### config.mk
export PLATFORM = sky130hd
export DESIGN_NAME = ucg_clock_gen
export DESIGN_NICKNAME = d
export VERILOG_FILES = /design/src/hdl/ucg_pkg.sv /design/src/hdl/ucg_clock_gen.sv
export VERILOG_INCLUDE_DIRS = /design/src /design/src/hdl
export SDC_FILE = /design/constraint.sdc
export NUM_CORES = 1
export LEC_CHECK = 0
export ABC_AREA = 1
export BUFFER_PORTS_ARGS = -buffer_cell sky130_fd_sc_hd__clkbuf_2
export CORE_AREA = 2 2 72 88
export CTS_BUF_LIST = sky130_fd_sc_hd__clkbuf_4 sky130_fd_sc_hd__clkbuf_8 sky130_fd_sc_hd__clkbuf_16
export DETAILED_ROUTE_END_ITERATION = 12
export DIE_AREA = 0 0 74 90
export GPL_ROUTABILITY_DRIVEN = 1
export HOLD_SLACK_MARGIN = 0.05
export PLACE_DENSITY = 0.82
export SYNTH_ARGS = -nofsm -noshare
export SYNTH_HDL_FRONTEND = slang
export SYNTH_SLANG_ARGS = --single-unit
### constraint.sdc
create_clock -name clk -period 5.75 [get_ports clk]
set_clock_uncertainty 0.05 [all_clocks]
set_input_delay 0.8625 -clock clk [delete_from_list [all_inputs] [get_ports clk]]
set_output_delay 0.8625 -clock clk [all_outputs]
set_load 0.01 [all_outputs]
### src/hdl/ucg_regs.svh
`ifndef UCG_REGS_SVH
`define UCG_REGS_SVH

// Baud divisor layout: integer part above, fractional part below.
`define UCG_BAUD_W       16
`define UCG_BAUD_INT_MSB 15
`define UCG_BAUD_INT_LSB 6
`define UCG_FRAC_ONE     17'h00040

// Samples per bit for each clock source.
`define UCG_SPB_NORMAL   5'h10
`define UCG_SPB_DOUBLE   5'h08
`define UCG_SPB_SYNC     5'h02

// Reset values of the pin drivers and counters.
`define UCG_ACC_RST      16'h0000
`define UCG_HALF_RST     10'h001
`define UCG_SPB_RST      5'h00
`define UCG_PIN_RST      1'h1
`define UCG_OE_N_RST     1'h1
// Synchroniser reset: clock pin idles low, data pins idle high.
`define UCG_SYNC_RST     3'h3
`define UCG_XCK_RST      1'h0

`endif

### src/hdl/ucg_pkg.sv
`default_nettype none

package ucg_pkg;

  // Communication mode, in the order of its two-bit code.
  typedef enum logic [1:0] {
    UCG_MODE_ASYNC,
    UCG_MODE_SYNC,
    UCG_MODE_RSVD,
    UCG_MODE_MSPI
  } ucg_mode_t;

  // Receive sampling: sixteen or eight samples per bit.
  typedef enum logic {
    UCG_RX_NORMAL,
    UCG_RX_DOUBLE_SPEED
  } ucg_rx_samp_t;

  // Where the sample ticks come from.
  typedef enum logic [1:0] {
    UCG_SRC_FRAC,
    UCG_SRC_MASTER,
    UCG_SRC_SLAVE
  } ucg_src_t;

  typedef struct packed {
    ucg_mode_t    comm_mode_select;
    logic         sync_master;
    ucg_rx_samp_t rx_sampling_select;
    logic [15:0]  baud;
    logic         one_wire;
    logic         open_drain_enable;
    logic         debug_run;
  } ucg_cfg_t;

  typedef struct packed {
    logic sample_tick;
    logic bit_tick;
    logic xck_rise;
    logic xck_fall;
  } ucg_tick_t;

endpackage : ucg_pkg

`default_nettype wire

### src/hdl/ucg_clock_gen.sv
// Function
// - Async divisor: ten integer, six fraction bits.
// - Sync rate uses integer divisor bits only.
// - Rate is 64clk/(S*div) or clk/(2*int).
// - Samples per bit: 16, 8, or 2.
// - Fractional generator in asynchronous and reserved modes only.
// - Five clock generation modes supported.
// - Slave clock sampled; peer keeps below quarter.
// - Double speed doubles rate, eight samples.
// - Debug halt stops only when configured.
// - Drive enable output for RS-485 transmitter.
// - Receive input, two-way data, two-way clock.
// - Tick events exported to event routing.
// - One-wire mode shares the transmit pin.
`timescale 1ns/1ns
`default_nettype none
`include "ucg_regs.svh"

module ucg_clock_gen (
  input  wire logic              clk,
  input  wire logic              rst,
  input  wire ucg_pkg::ucg_cfg_t cfg,
  input  wire logic              tx_enable,
  input  wire logic              tx_busy,
  input  wire logic              tx_data,
  input  wire logic              debug_halt,
  input  wire logic              rxd_in,
  input  wire logic              txd_in,
  output logic                   txd_out,
  output logic                   txd_oe_n,
  input  wire logic              sync_transfer_clock_in,
  output logic                   sync_transfer_clock_out,
  output logic                   sync_transfer_clock_oe_n,
  output logic                   rs485_drive_enable,
  output logic                   rx_line,
  output logic                   halted,
  output ucg_pkg::ucg_tick_t     ticks
);

  ucg_pkg::ucg_src_t  src;
  logic [9:0]         baud_int;
  logic [4:0]         spb_lim;
  logic               halt_now;
  logic [2:0]         sync1_r;
  logic [2:0]         sync2_r;
  logic [2:0]         pins_in;
  logic               xck_s;
  logic               xck_prev_r;
  logic [15:0]        acc_r;
  logic [15:0]        acc_nxt;
  logic [16:0]        acc_sum;
  logic [9:0]         half_r;
  logic [9:0]         half_nxt;
  logic               xck_r;
  logic               xck_nxt;
  logic [4:0]         spb_r;
  logic [4:0]         spb_nxt;
  ucg_pkg::ucg_tick_t tick_nxt;
  ucg_pkg::ucg_tick_t tick_r;
  logic               txd_out_nxt;
  logic               txd_oe_n_nxt;
  logic               xck_oe_n_nxt;
  logic               rx_line_nxt;
  logic               txd_out_r;
  logic               txd_oe_n_r;
  logic               xck_oe_n_r;
  logic               rs485_r;
  logic               rx_line_r;
  logic               halted_r;

  // Clock source and samples per bit follow from the mode fields.
  always_comb begin
    baud_int = cfg.baud[`UCG_BAUD_INT_MSB:`UCG_BAUD_INT_LSB];
    unique case (cfg.comm_mode_select)
      ucg_pkg::UCG_MODE_SYNC: begin
        src = cfg.sync_master ? ucg_pkg::UCG_SRC_MASTER : ucg_pkg::UCG_SRC_SLAVE;
      end
      ucg_pkg::UCG_MODE_MSPI: begin
        src = ucg_pkg::UCG_SRC_MASTER;
      end
      ucg_pkg::UCG_MODE_ASYNC,
      ucg_pkg::UCG_MODE_RSVD: begin
        src = ucg_pkg::UCG_SRC_FRAC;
      end
    endcase
    if (src != ucg_pkg::UCG_SRC_FRAC) begin
      spb_lim = `UCG_SPB_SYNC;
    end else if (cfg.rx_sampling_select == ucg_pkg::UCG_RX_DOUBLE_SPEED) begin
      spb_lim = `UCG_SPB_DOUBLE;
    end else begin
      spb_lim = `UCG_SPB_NORMAL;
    end
    halt_now = debug_halt & ~cfg.debug_run;
  end

  // Pin inputs cross in through two flops; only the second stage is read.
  // Each stage resets to the idle level of its pin, so that no false clock
  // edge is seen when reset lets go.
  assign pins_in = {sync_transfer_clock_in, txd_in, rxd_in};
  always_ff @(posedge clk) begin
    if (rst) begin
      sync1_r    <= `UCG_SYNC_RST;
      sync2_r    <= `UCG_SYNC_RST;
      xck_prev_r <= `UCG_XCK_RST;
    end else begin
      sync1_r    <= pins_in;
      sync2_r    <= sync1_r;
      xck_prev_r <= sync2_r[2];
    end
  end
  assign xck_s = sync2_r[2];

  // Tick generation. The accumulator adds one clock (64 units of 1/64) per cycle
  // and fires when it reaches the divisor, so the remainder rolls into the
  // next period and no period is off by more than one clock.
  always_comb begin
    acc_sum  = {1'b0, acc_r} + `UCG_FRAC_ONE;
    acc_nxt  = acc_r;
    half_nxt = half_r;
    xck_nxt  = xck_r;
    spb_nxt  = spb_r;
    tick_nxt = '0;
    if (!halt_now) begin
      unique case (src)
        ucg_pkg::UCG_SRC_FRAC: begin
          if (cfg.baud != 16'h0000 && acc_sum >= {1'b0, cfg.baud}) begin
            tick_nxt.sample_tick = 1'b1;
            acc_nxt = 16'(acc_sum - {1'b0, cfg.baud});
          end else begin
            acc_nxt = acc_sum[15:0];
          end
        end
        ucg_pkg::UCG_SRC_MASTER: begin
          if (baud_int != 10'h000) begin
            if (half_r >= baud_int) begin
              half_nxt = `UCG_HALF_RST;
              xck_nxt  = ~xck_r;
              tick_nxt.sample_tick = 1'b1;
              tick_nxt.xck_rise    = ~xck_r;
              tick_nxt.xck_fall    = xck_r;
            end else begin
              half_nxt = half_r + 10'h001;
            end
          end
        end
        ucg_pkg::UCG_SRC_SLAVE: begin
          tick_nxt.xck_rise    = xck_s & ~xck_prev_r;
          tick_nxt.xck_fall    = ~xck_s & xck_prev_r;
          tick_nxt.sample_tick = xck_s ^ xck_prev_r;
        end
        default: begin
          tick_nxt = '0;
        end
      endcase
    end
    // One bit period is spb_lim sample ticks.
    if (tick_nxt.sample_tick) begin
      if (spb_r >= spb_lim - 5'h01) begin
        spb_nxt = `UCG_SPB_RST;
        tick_nxt.bit_tick = 1'b1;
      end else begin
        spb_nxt = spb_r + 5'h01;
      end
    end
  end

  always_ff @(posedge clk) begin
    if (rst) begin
      acc_r  <= `UCG_ACC_RST;
      half_r <= `UCG_HALF_RST;
      xck_r  <= 1'b0;
      spb_r  <= `UCG_SPB_RST;
      tick_r <= '0;
    end else begin
      acc_r  <= acc_nxt;
      half_r <= half_nxt;
      xck_r  <= xck_nxt;
      spb_r  <= spb_nxt;
      tick_r <= tick_nxt;
    end
  end

  // Pin drivers. An open-drain line only ever pulls low, which gives the
  // wired-AND behaviour on a shared one-wire bus.
  always_comb begin
    txd_out_nxt  = tx_data;
    txd_oe_n_nxt = ~(tx_enable & (~cfg.open_drain_enable | ~tx_data));
    xck_oe_n_nxt = (src != ucg_pkg::UCG_SRC_MASTER);
    rx_line_nxt  = cfg.one_wire ? sync2_r[1] : sync2_r[0];
  end

  always_ff @(posedge clk) begin
    if (rst) begin
      txd_out_r  <= `UCG_PIN_RST;
      txd_oe_n_r <= `UCG_OE_N_RST;
      xck_oe_n_r <= `UCG_OE_N_RST;
      rs485_r    <= 1'b0;
      rx_line_r  <= `UCG_PIN_RST;
      halted_r   <= 1'b0;
    end else begin
      txd_out_r  <= txd_out_nxt;
      txd_oe_n_r <= txd_oe_n_nxt;
      xck_oe_n_r <= xck_oe_n_nxt;
      rs485_r    <= tx_busy;
      rx_line_r  <= rx_line_nxt;
      halted_r   <= halt_now;
    end
  end

  // The tick bundle also feeds the event routing network directly.
  assign ticks                    = tick_r;
  assign txd_out                  = txd_out_r;
  assign txd_oe_n                 = txd_oe_n_r;
  assign sync_transfer_clock_out  = xck_r;
  assign sync_transfer_clock_oe_n = xck_oe_n_r;
  assign rs485_drive_enable       = rs485_r;
  assign rx_line                  = rx_line_r;
  assign halted                   = halted_r;

  // Checking helpers: cycles since the last tick or clock toggle, and a
  // flag that says the gap covers a whole period under a steady setup.
  // A smaller divisor can leave the accumulator above it, which gives a
  // burst of early ticks; only a tick taken from a remainder below the
  // divisor opens a gap that the period check may judge.
  logic [15:0]       gap_r;
  logic [15:0]       gap_nxt;
  logic              gap_ok_r;
  logic              gap_ok_nxt;
  logic              acc_low_r;
  ucg_pkg::ucg_cfg_t cfg_prev_r;
  always_comb begin
    gap_nxt    = gap_r;
    gap_ok_nxt = gap_ok_r;
    if (cfg != cfg_prev_r || halt_now) begin
      gap_ok_nxt = 1'b0;
      gap_nxt    = 16'h0000;
    end else if (tick_r.sample_tick) begin
      gap_ok_nxt = acc_low_r | (src != ucg_pkg::UCG_SRC_FRAC);
      gap_nxt    = 16'h0001;
    end else if (gap_r != 16'hFFFF) begin
      gap_nxt = gap_r + 16'h0001;
    end
  end

  always_ff @(posedge clk) begin
    if (rst) begin
      gap_r      <= 16'h0000;
      gap_ok_r   <= 1'b0;
      acc_low_r  <= 1'b1;
      cfg_prev_r <= '0;
    end else begin
      gap_r      <= gap_nxt;
      gap_ok_r   <= gap_ok_nxt;
      acc_low_r  <= (acc_r < cfg.baud);
      cfg_prev_r <= cfg;
    end
  end

  // Fractional ticks come every int or int+1 clocks.
  AST_FRAC_PERIOD: assert property (@(posedge clk) disable iff (rst)
    (tick_r.sample_tick && gap_ok_r && src == ucg_pkg::UCG_SRC_FRAC
      && cfg == cfg_prev_r && !halt_now)
    |-> (gap_r >= {6'h00, baud_int} && gap_r <= {6'h00, baud_int} + 16'h0001))
    else $error("fractional tick spacing outside divisor bounds");

  // Master clock toggles exactly every integer-divisor clocks.
  AST_SYNC_HALF: assert property (@(posedge clk) disable iff (rst)
    (tick_r.sample_tick && gap_ok_r && src == ucg_pkg::UCG_SRC_MASTER
      && cfg == cfg_prev_r && !halt_now)
    |-> gap_r == {6'h00, baud_int})
    else $error("master clock half period differs from integer divisor");

  // A bit tick only ever rides on a sample tick.
  AST_BIT_ON_SAMPLE: assert property (@(posedge clk) disable iff (rst)
    tick_r.bit_tick |-> tick_r.sample_tick)
    else $error("bit tick without sample tick");

  // Double speed: eight sample ticks per bit.
  AST_DOUBLE_SPB: assert property (@(posedge clk) disable iff (rst)
    (tick_nxt.sample_tick && spb_r == 5'h07 && src == ucg_pkg::UCG_SRC_FRAC
      && cfg.rx_sampling_select == ucg_pkg::UCG_RX_DOUBLE_SPEED)
    |=> tick_r.bit_tick)
    else $error("double speed bit did not end after eight samples");

  // Halt with run disabled stops all ticks.
  AST_HALT: assert property (@(posedge clk) disable iff (rst)
    (debug_halt && !cfg.debug_run) |=> !tick_r.sample_tick)
    else $error("tick issued while halted for debug");

  // Slave ticks follow synchronised clock edges by one cycle.
  AST_SLAVE_EDGE: assert property (@(posedge clk) disable iff (rst)
    (src == ucg_pkg::UCG_SRC_SLAVE && !halt_now && $rose(xck_s))
    |=> tick_r.xck_rise && tick_r.sample_tick)
    else $error("slave clock rise not turned into a tick");

  // Clock pin is driven in master modes only.
  AST_XCK_DIR: assert property (@(posedge clk) disable iff (rst)
    ##1 (sync_transfer_clock_oe_n == ($past(src) != ucg_pkg::UCG_SRC_MASTER)))
    else $error("clock pin direction does not match mode");

  // Drive enable follows the transmitter busy flag.
  AST_RS485: assert property (@(posedge clk) disable iff (rst)
    tx_busy |=> rs485_drive_enable)
    else $error("drive enable missing while transmitting");

  // One-wire receive follows the transmit pin three cycles on.
  AST_ONE_WIRE: assert property (@(posedge clk) disable iff (rst)
    (cfg.one_wire ##1 cfg.one_wire ##1 cfg.one_wire)
    |=> rx_line == $past(txd_in, 3))
    else $error("one-wire receive does not follow the transmit pin");

  // Open drain never drives the line high.
  AST_OPEN_DRAIN: assert property (@(posedge clk) disable iff (rst)
    ($past(cfg.open_drain_enable) && !txd_oe_n) |-> !txd_out)
    else $error("open-drain line driven high");

endmodule : ucg_clock_gen
`default_nettype wire

## After elaboration in Yosys (flattened, before gate mapping)

Cells that the tools add are included.

| word-level totals | value |
|---|---|
| output and inout bits | 11 |
| word-level logic and storage cells | 74 |
| register bits after elaboration | 49 |

| operators by class | value |
|---|---|
| reduce and logical (&&, ||, !) cells | 11 |
| add/sub/neg operators | 5 |
| equal/unequal tests | 6 |
| magnitude comparators | 3 |
| bitwise operators | 14 |
| muxes and demuxes | 18 |

Operators by type and width:

| operator | count |
|---|---|
| 16-bit by 7-bit adder with 17-bit output, second input constant | 1 |
| 17-bit by 16-bit greater-or-equal comparator with 1-bit output | 1 |
| 16-bit 2-to-1 mux | 1 |
| 16-bit nonzero test | 1 |
| 16-bit subtractor | 1 |
| 5-bit 2-to-1 mux | 3 |
| 10-bit by 1-bit adder with 10-bit output, second input constant | 1 |
| 10-bit greater-or-equal comparator | 1 |
| 10-bit 2-to-1 mux | 1 |
| 10-bit nonzero test | 1 |
| 1-bit NOT | 8 |
| 2-bit == test, second input constant | 3 |
| 1-bit 2-to-1 mux | 6 |
| 2-bit 2-to-1 mux | 3 |
| 2-bit case mux with 3 select lines | 1 |
| 5-bit by 1-bit adder with 5-bit output, second input constant | 1 |
| 5-bit greater-or-equal comparator | 1 |
| 5-bit by 1-bit subtractor with 5-bit output, second input constant | 1 |
| 1-bit bitwise AND | 4 |
| 2-bit by 1-bit == test with 1-bit output, second input constant | 2 |
| 2-bit zero test | 2 |
| 4-bit 2-to-1 mux | 1 |
| 2-bit case mux with 2 select lines | 1 |
| 4-bit AND reduction | 1 |
| 9 further kinds | 10 |

## Depth between registers and ports, before layout

| logic depth | value |
|---|---|
| word-level depth | 9 |
| gate-level depth with buffers | 19 |

## Worst setup path before layout

Ideal clock, no wire load.

| timing | value |
|---|---|
| path kind | register -> register |
| start | register acc_r[6] |
| end | register spb_r[4] |
| slack | 3.126 ns |
| arrival time | 2.444 ns |
| setup time | 0.131 ns |
| cell stages (with the launch flop) | 16 |
| required time | 5.569 ns |
| cell sequence | dfxtp_1 ha_1 inv_1 nor3_4 xnor2_1 inv_1 ha_1 nand2_1 nor2_1 and3_1 nand3_2 nand3_4 nand3_4 buf_8 nand3_1 a21oi_2 |

| on the way | value |
|---|---|
| longest elaborated chain between the ends | 6 |

Ends and longest elaborated chain:

| what | RTL line | source |
|---|---|---|
| start, declared | ucg_clock_gen.sv:49 | `logic [15:0] acc_r;` |
| start signal, assigned | ucg_clock_gen.sv:169 | `` acc_r <= `UCG_ACC_RST; `` |
| start signal, assigned | ucg_clock_gen.sv:175 | `acc_r <= acc_nxt;` |
| 16-bit by 7-bit adder with 17-bit output (no source line) | -- |  |
| 17-bit by 16-bit greater-or-equal comparator with 1-bit output | ucg_clock_gen.sv:126 | `if (cfg.baud != 16'h0000 && acc_sum >= {1'b0, cfg.baud}) begin` |
| 1-bit logical AND | ucg_clock_gen.sv:126 |  |
| 1-bit 2-to-1 mux | ucg_clock_gen.sv:126 |  |
| 1-bit case mux with 3 select lines | ucg_clock_gen.sv:124 | `unique case (src)` |
| 4-bit 2-to-1 mux | ucg_clock_gen.sv:123 | `if (!halt_now) begin` |
| end signal, assigned | ucg_clock_gen.sv:172 | `` spb_r <= `UCG_SPB_RST; `` |
| end signal, assigned | ucg_clock_gen.sv:178 | `spb_r <= spb_nxt;` |
| end, declared | ucg_clock_gen.sv:56 | `logic [4:0] spb_r;` |

Every way passes these cells.
A chain may end at the register's enable or synchronous reset.

## Worst setup path after layout

| timing | value |
|---|---|
| start | register acc_r[6] |
| end | register spb_r[1] |

Same word-level chain as after synthesis.

==> results.sh <==
export IMPL_cts_tree="done"
export IMPL_cellLeakagePower_nw=2.13
export IMPL_die_x_um=74
export IMPL_setup_slack_ns=2.62
export IMPL_die_h_um=90
export IMPL_syn_area_um2=3630
export IMPL_crit_type="reg -> reg"
export IMPL_drt_iter0_markers=199
export IMPL_drive_gt1_share_pct=12.9
export IMPL_pre_cts_slack_ns=2.67
export IMPL_irDropWorstVdd_uv=148
export IMPL_worstReg2RegEnd="spb_r[1]$_SDFFE_PP0P_"
export IMPL_min_path_cells=2
export IMPL_routabilityCongestion=0.917
export IMPL_setup_viol=0
export IMPL_fmax_mhz=319
export IMPL_postCtsSetupBuffers=0
export IMPL_power_density_nw_per_um2=193
export IMPL_clkPwrFrac_pct=28.3
export IMPL_cp_start_kind="flip-flop"
export IMPL_cp_common_cell="nand2_1"
export IMPL_cpPeakStageDelay_ns=0.38
export IMPL_crit_arrival_ns=3.26
export IMPL_synth_fp_nets=621
export IMPL_row_count=31
export IMPL_rsz0062_at_grt="no"
export IMPL_finalInstanceArea_um2=3980
export IMPL_grt_pass1_vias=3328
export IMPL_initial_core_util_pct=62.0
export IMPL_ys_seq_elements=49
export IMPL_wl_per_cell_um=12.0
export IMPL_slew_violations=0
export IMPL_fin_setup_tns_ns=0
export IMPL_io_buffers=42
export IMPL_avgViaCountPerCell=5.19
export IMPL_worstPathCellList="ha_1 -> inv_1 -> nor3_4 -> xnor2_1 -> inv_1 -> ha_1 -> nand2_1 -> nor2_1 -> and3_1 -> nand3_2 -> nand3_4 -> nand3_4 -> nand2_2 -> nand2_1 -> nand2_1 -> nor2_1"
export IMPL_status="completed"
export IMPL_clock_latency_ns=0.31
export IMPL_synth_distinct_cells=35
export IMPL_cts_root_buf="clkbuf_8"
export IMPL_cts_htree_levels=2
export IMPL_layout_common_cells="nand2_1, inv_1, nor2_1"
export IMPL_syn_area_per_cell_um2=6.55
export IMPL_ant_nets=0
export IMPL_hold_viol=0
export IMPL_cts_resized=0
export IMPL_grt_max_degree=34
export IMPL_place_inst=670
export IMPL_yosysTopAreaCellShare_pct=27.0
export IMPL_clkTransAtPathRegs_ns=0.09
export IMPL_core_area_um2=5860
export IMPL_antenna_cells=0
export IMPL_synth_top_cell_by_area="dfxtp_1"
export IMPL_drc=0
export IMPL_grt_usage_pct=25.7
export IMPL_p_switching_mw=0.254
export IMPL_ios=43
export IMPL_r2r_setup_slack_ns=2.62
export IMPL_p_int_mw=0.513
export IMPL_combPwrFrac_pct=24.4
export IMPL_slowest_stage="dfxtp_1"
export IMPL_ys_warn_count=0
export IMPL_min_period_ns=3.13
export IMPL_final_cells=678
export IMPL_synthCells=554
export IMPL_dieArea_um2=6660
export IMPL_switching_share_pct=33.1
export IMPL_hold_ws_ns=0.359
export IMPL_seqPwrFrac_pct=47.3
export IMPL_clock_sinks=49
export IMPL_crit_path_end_kind="flip-flop"
export IMPL_place_area_um2=3890
export IMPL_areaGrowthSynthToFinish_pct=9.76
export IMPL_n_fill_cell=528
export IMPL_worstHoldStart="sync1_r[2]$_SDFF_PP0_"
export IMPL_maxCapViolCount=0
export IMPL_grt_pass1_wl_mm=13.8
export IMPL_min_path_type="reg -> reg"
export IMPL_wl_mm=8.15
export IMPL_synth_area_leaders="dfxtp_1, nand2_1, ha_1"
export IMPL_final_nets=662
export IMPL_cp_max_fo=14
export IMPL_vias=3521
export IMPL_antenna_found_initial=0
export IMPL_period_share_pct=54.4
export IMPL_cp_required_ns=5.88
export IMPL_grt_ovfl_total=0
export IMPL_min_to="sync2_r[2]$_SDFF_PP0_"
export IMPL_r2r_cells=16
export IMPL_cts_buffers_inserted=5
export IMPL_yosysSeqAreaShare_pct=27.0
export IMPL_hold_buffers=0
export IMPL_reg2reg_from="acc_r[6]$_SDFFE_PP0P_"
export IMPL_first_pass_iters=5
export IMPL_dp_hpwl_mm=6.61
export IMPL_slew_headroom_pct=28.6
export IMPL_cts_buffer_depth=2
export IMPL_tightest_slew_ns=1.07
export IMPL_final_common_cell="nand2_1"
-- stage by stage --
step                utilization (%)  power [mW]
detailed placement             66.5       0.555
floorplan                         -       0.508
global placement               66.5       0.551
finish                         68.0       0.768
CTS                            68.0       0.770
global route                   68.0       0.814
-- synth_stat cells --
cell type and count:
nand2_1 144, inv_1 90, nor2_1 57, dfxtp_1 49
nand3_1 49, ha_1 34, a21oi_1 32, xor2_1 15
nand4_1 13, o21ai_0 10, or2_2 7, clkbuf_1 6
nand2_2 5, nand3b_1 5, xnor2_1 5, nor2_2 4
nor3_1 4, inv_2 3, a211oi_1 2, and3_1 2
nand3_4 2, nor4_1 2, o21bai_1 2, a2111oi_0 1
a21o_1 1, a21oi_2 1, a31oi_1 1, buf_6 1
buf_8 1, fa_1 1, nand3_2 1, nand4_2 1
nor2_4 1, nor3_2 1, nor3_4 1
-- routing by layer --
layer	routed length [µm]	GRT usage [%]	part of all wire (%)	up-vias
met5	0	0	0	-
li1	-	-	-	1847
met2	4130	44.7	51	74
met4	161	9.24	2.0	0
met3	242	4.26	3.0	14
met1	3610	30.8	44	1586
-- sequential cells by signal (all words and copies together) (netlist names), 3 cells and up --
signal / count
ticks: 4
spb_r: 5
half_r: 10
sync2_r: 3
acc_r: 16
sync1_r: 3
-- area by class of cell --
type,instances,area [µm²],area share (%)
Multi-Input combinational cell,404,2250,56.5
Clock buffer,6,76.3,1.92
Inverter,93,349,8.76
Tap cell,82,103,2.58
Clock inverter,2,13.8,0.345
Timing Repair Buffer,42,210,5.28
Sequential cell,49,981,24.6
-- power by group through the flow --
stage / Sequential, mW / Combinational [mW] / Clock (mW)
final: 0.363 / 0.188 / 0.217
after global routing: 0.365 / 0.214 / 0.235
after CTS: 0.363 / 0.186 / 0.221
after detailed placement: 0.371 / 0.185 / 0
after global placement: 0.370 / 0.181 / 0
after floorplan: 0.370 / 0.138 / 0
-- how the worst max path moves through the flow --
| stage | startpoint | to | slack, ns | cells past startpoint |
|---|---|---|---|---|
| 2_1_floorplan | acc_r[6]$_SDFFE_PP0P_ | spb_r[4]$_SDFFE_PP0P_ | 3.13 | 15 |
| 3_3_place_gp | acc_r[6]$_SDFFE_PP0P_ | spb_r[1]$_SDFFE_PP0P_ | 2.78 | 16 |
| 3_5_place_dp | acc_r[6]$_SDFFE_PP0P_ | spb_r[1]$_SDFFE_PP0P_ | 2.67 | 16 |
| 4_1_cts | acc_r[6]$_SDFFE_PP0P_ | spb_r[1]$_SDFFE_PP0P_ | 2.65 | 16 |
| 5_1_grt | acc_r[6]$_SDFFE_PP0P_ | spb_r[1]$_SDFFE_PP0P_ | 2.34 | 16 |
| 6_report | acc_r[6]$_SDFFE_PP0P_ | spb_r[1]$_SDFFE_PP0P_ | 2.62 | 16 |
-- critical path, delay by kind of cell, from the launching register on --
family | cells | cell delay [ns]
buffers and inverters | 2 | 0.17
flip-flops | 1 | 0.38
XOR/XNOR | 1 | 0.17
adder cells (fa/ha/maj) | 2 | 0.63
AND/OR/NAND/NOR | 11 | 1.60
-- cells by family after synthesis --
logic type,after synthesis,share of synthesized area (%)
buffers and inverters,101,11.0
and+or+nand+nor,299,37.4
AOI/OAI and AO/OA,50,7.48
xor gates and xnor gates,20,4.83
adders and majority gates,35,12.3
DFF,49,27.0
Power figures use the tool's default switching activity.
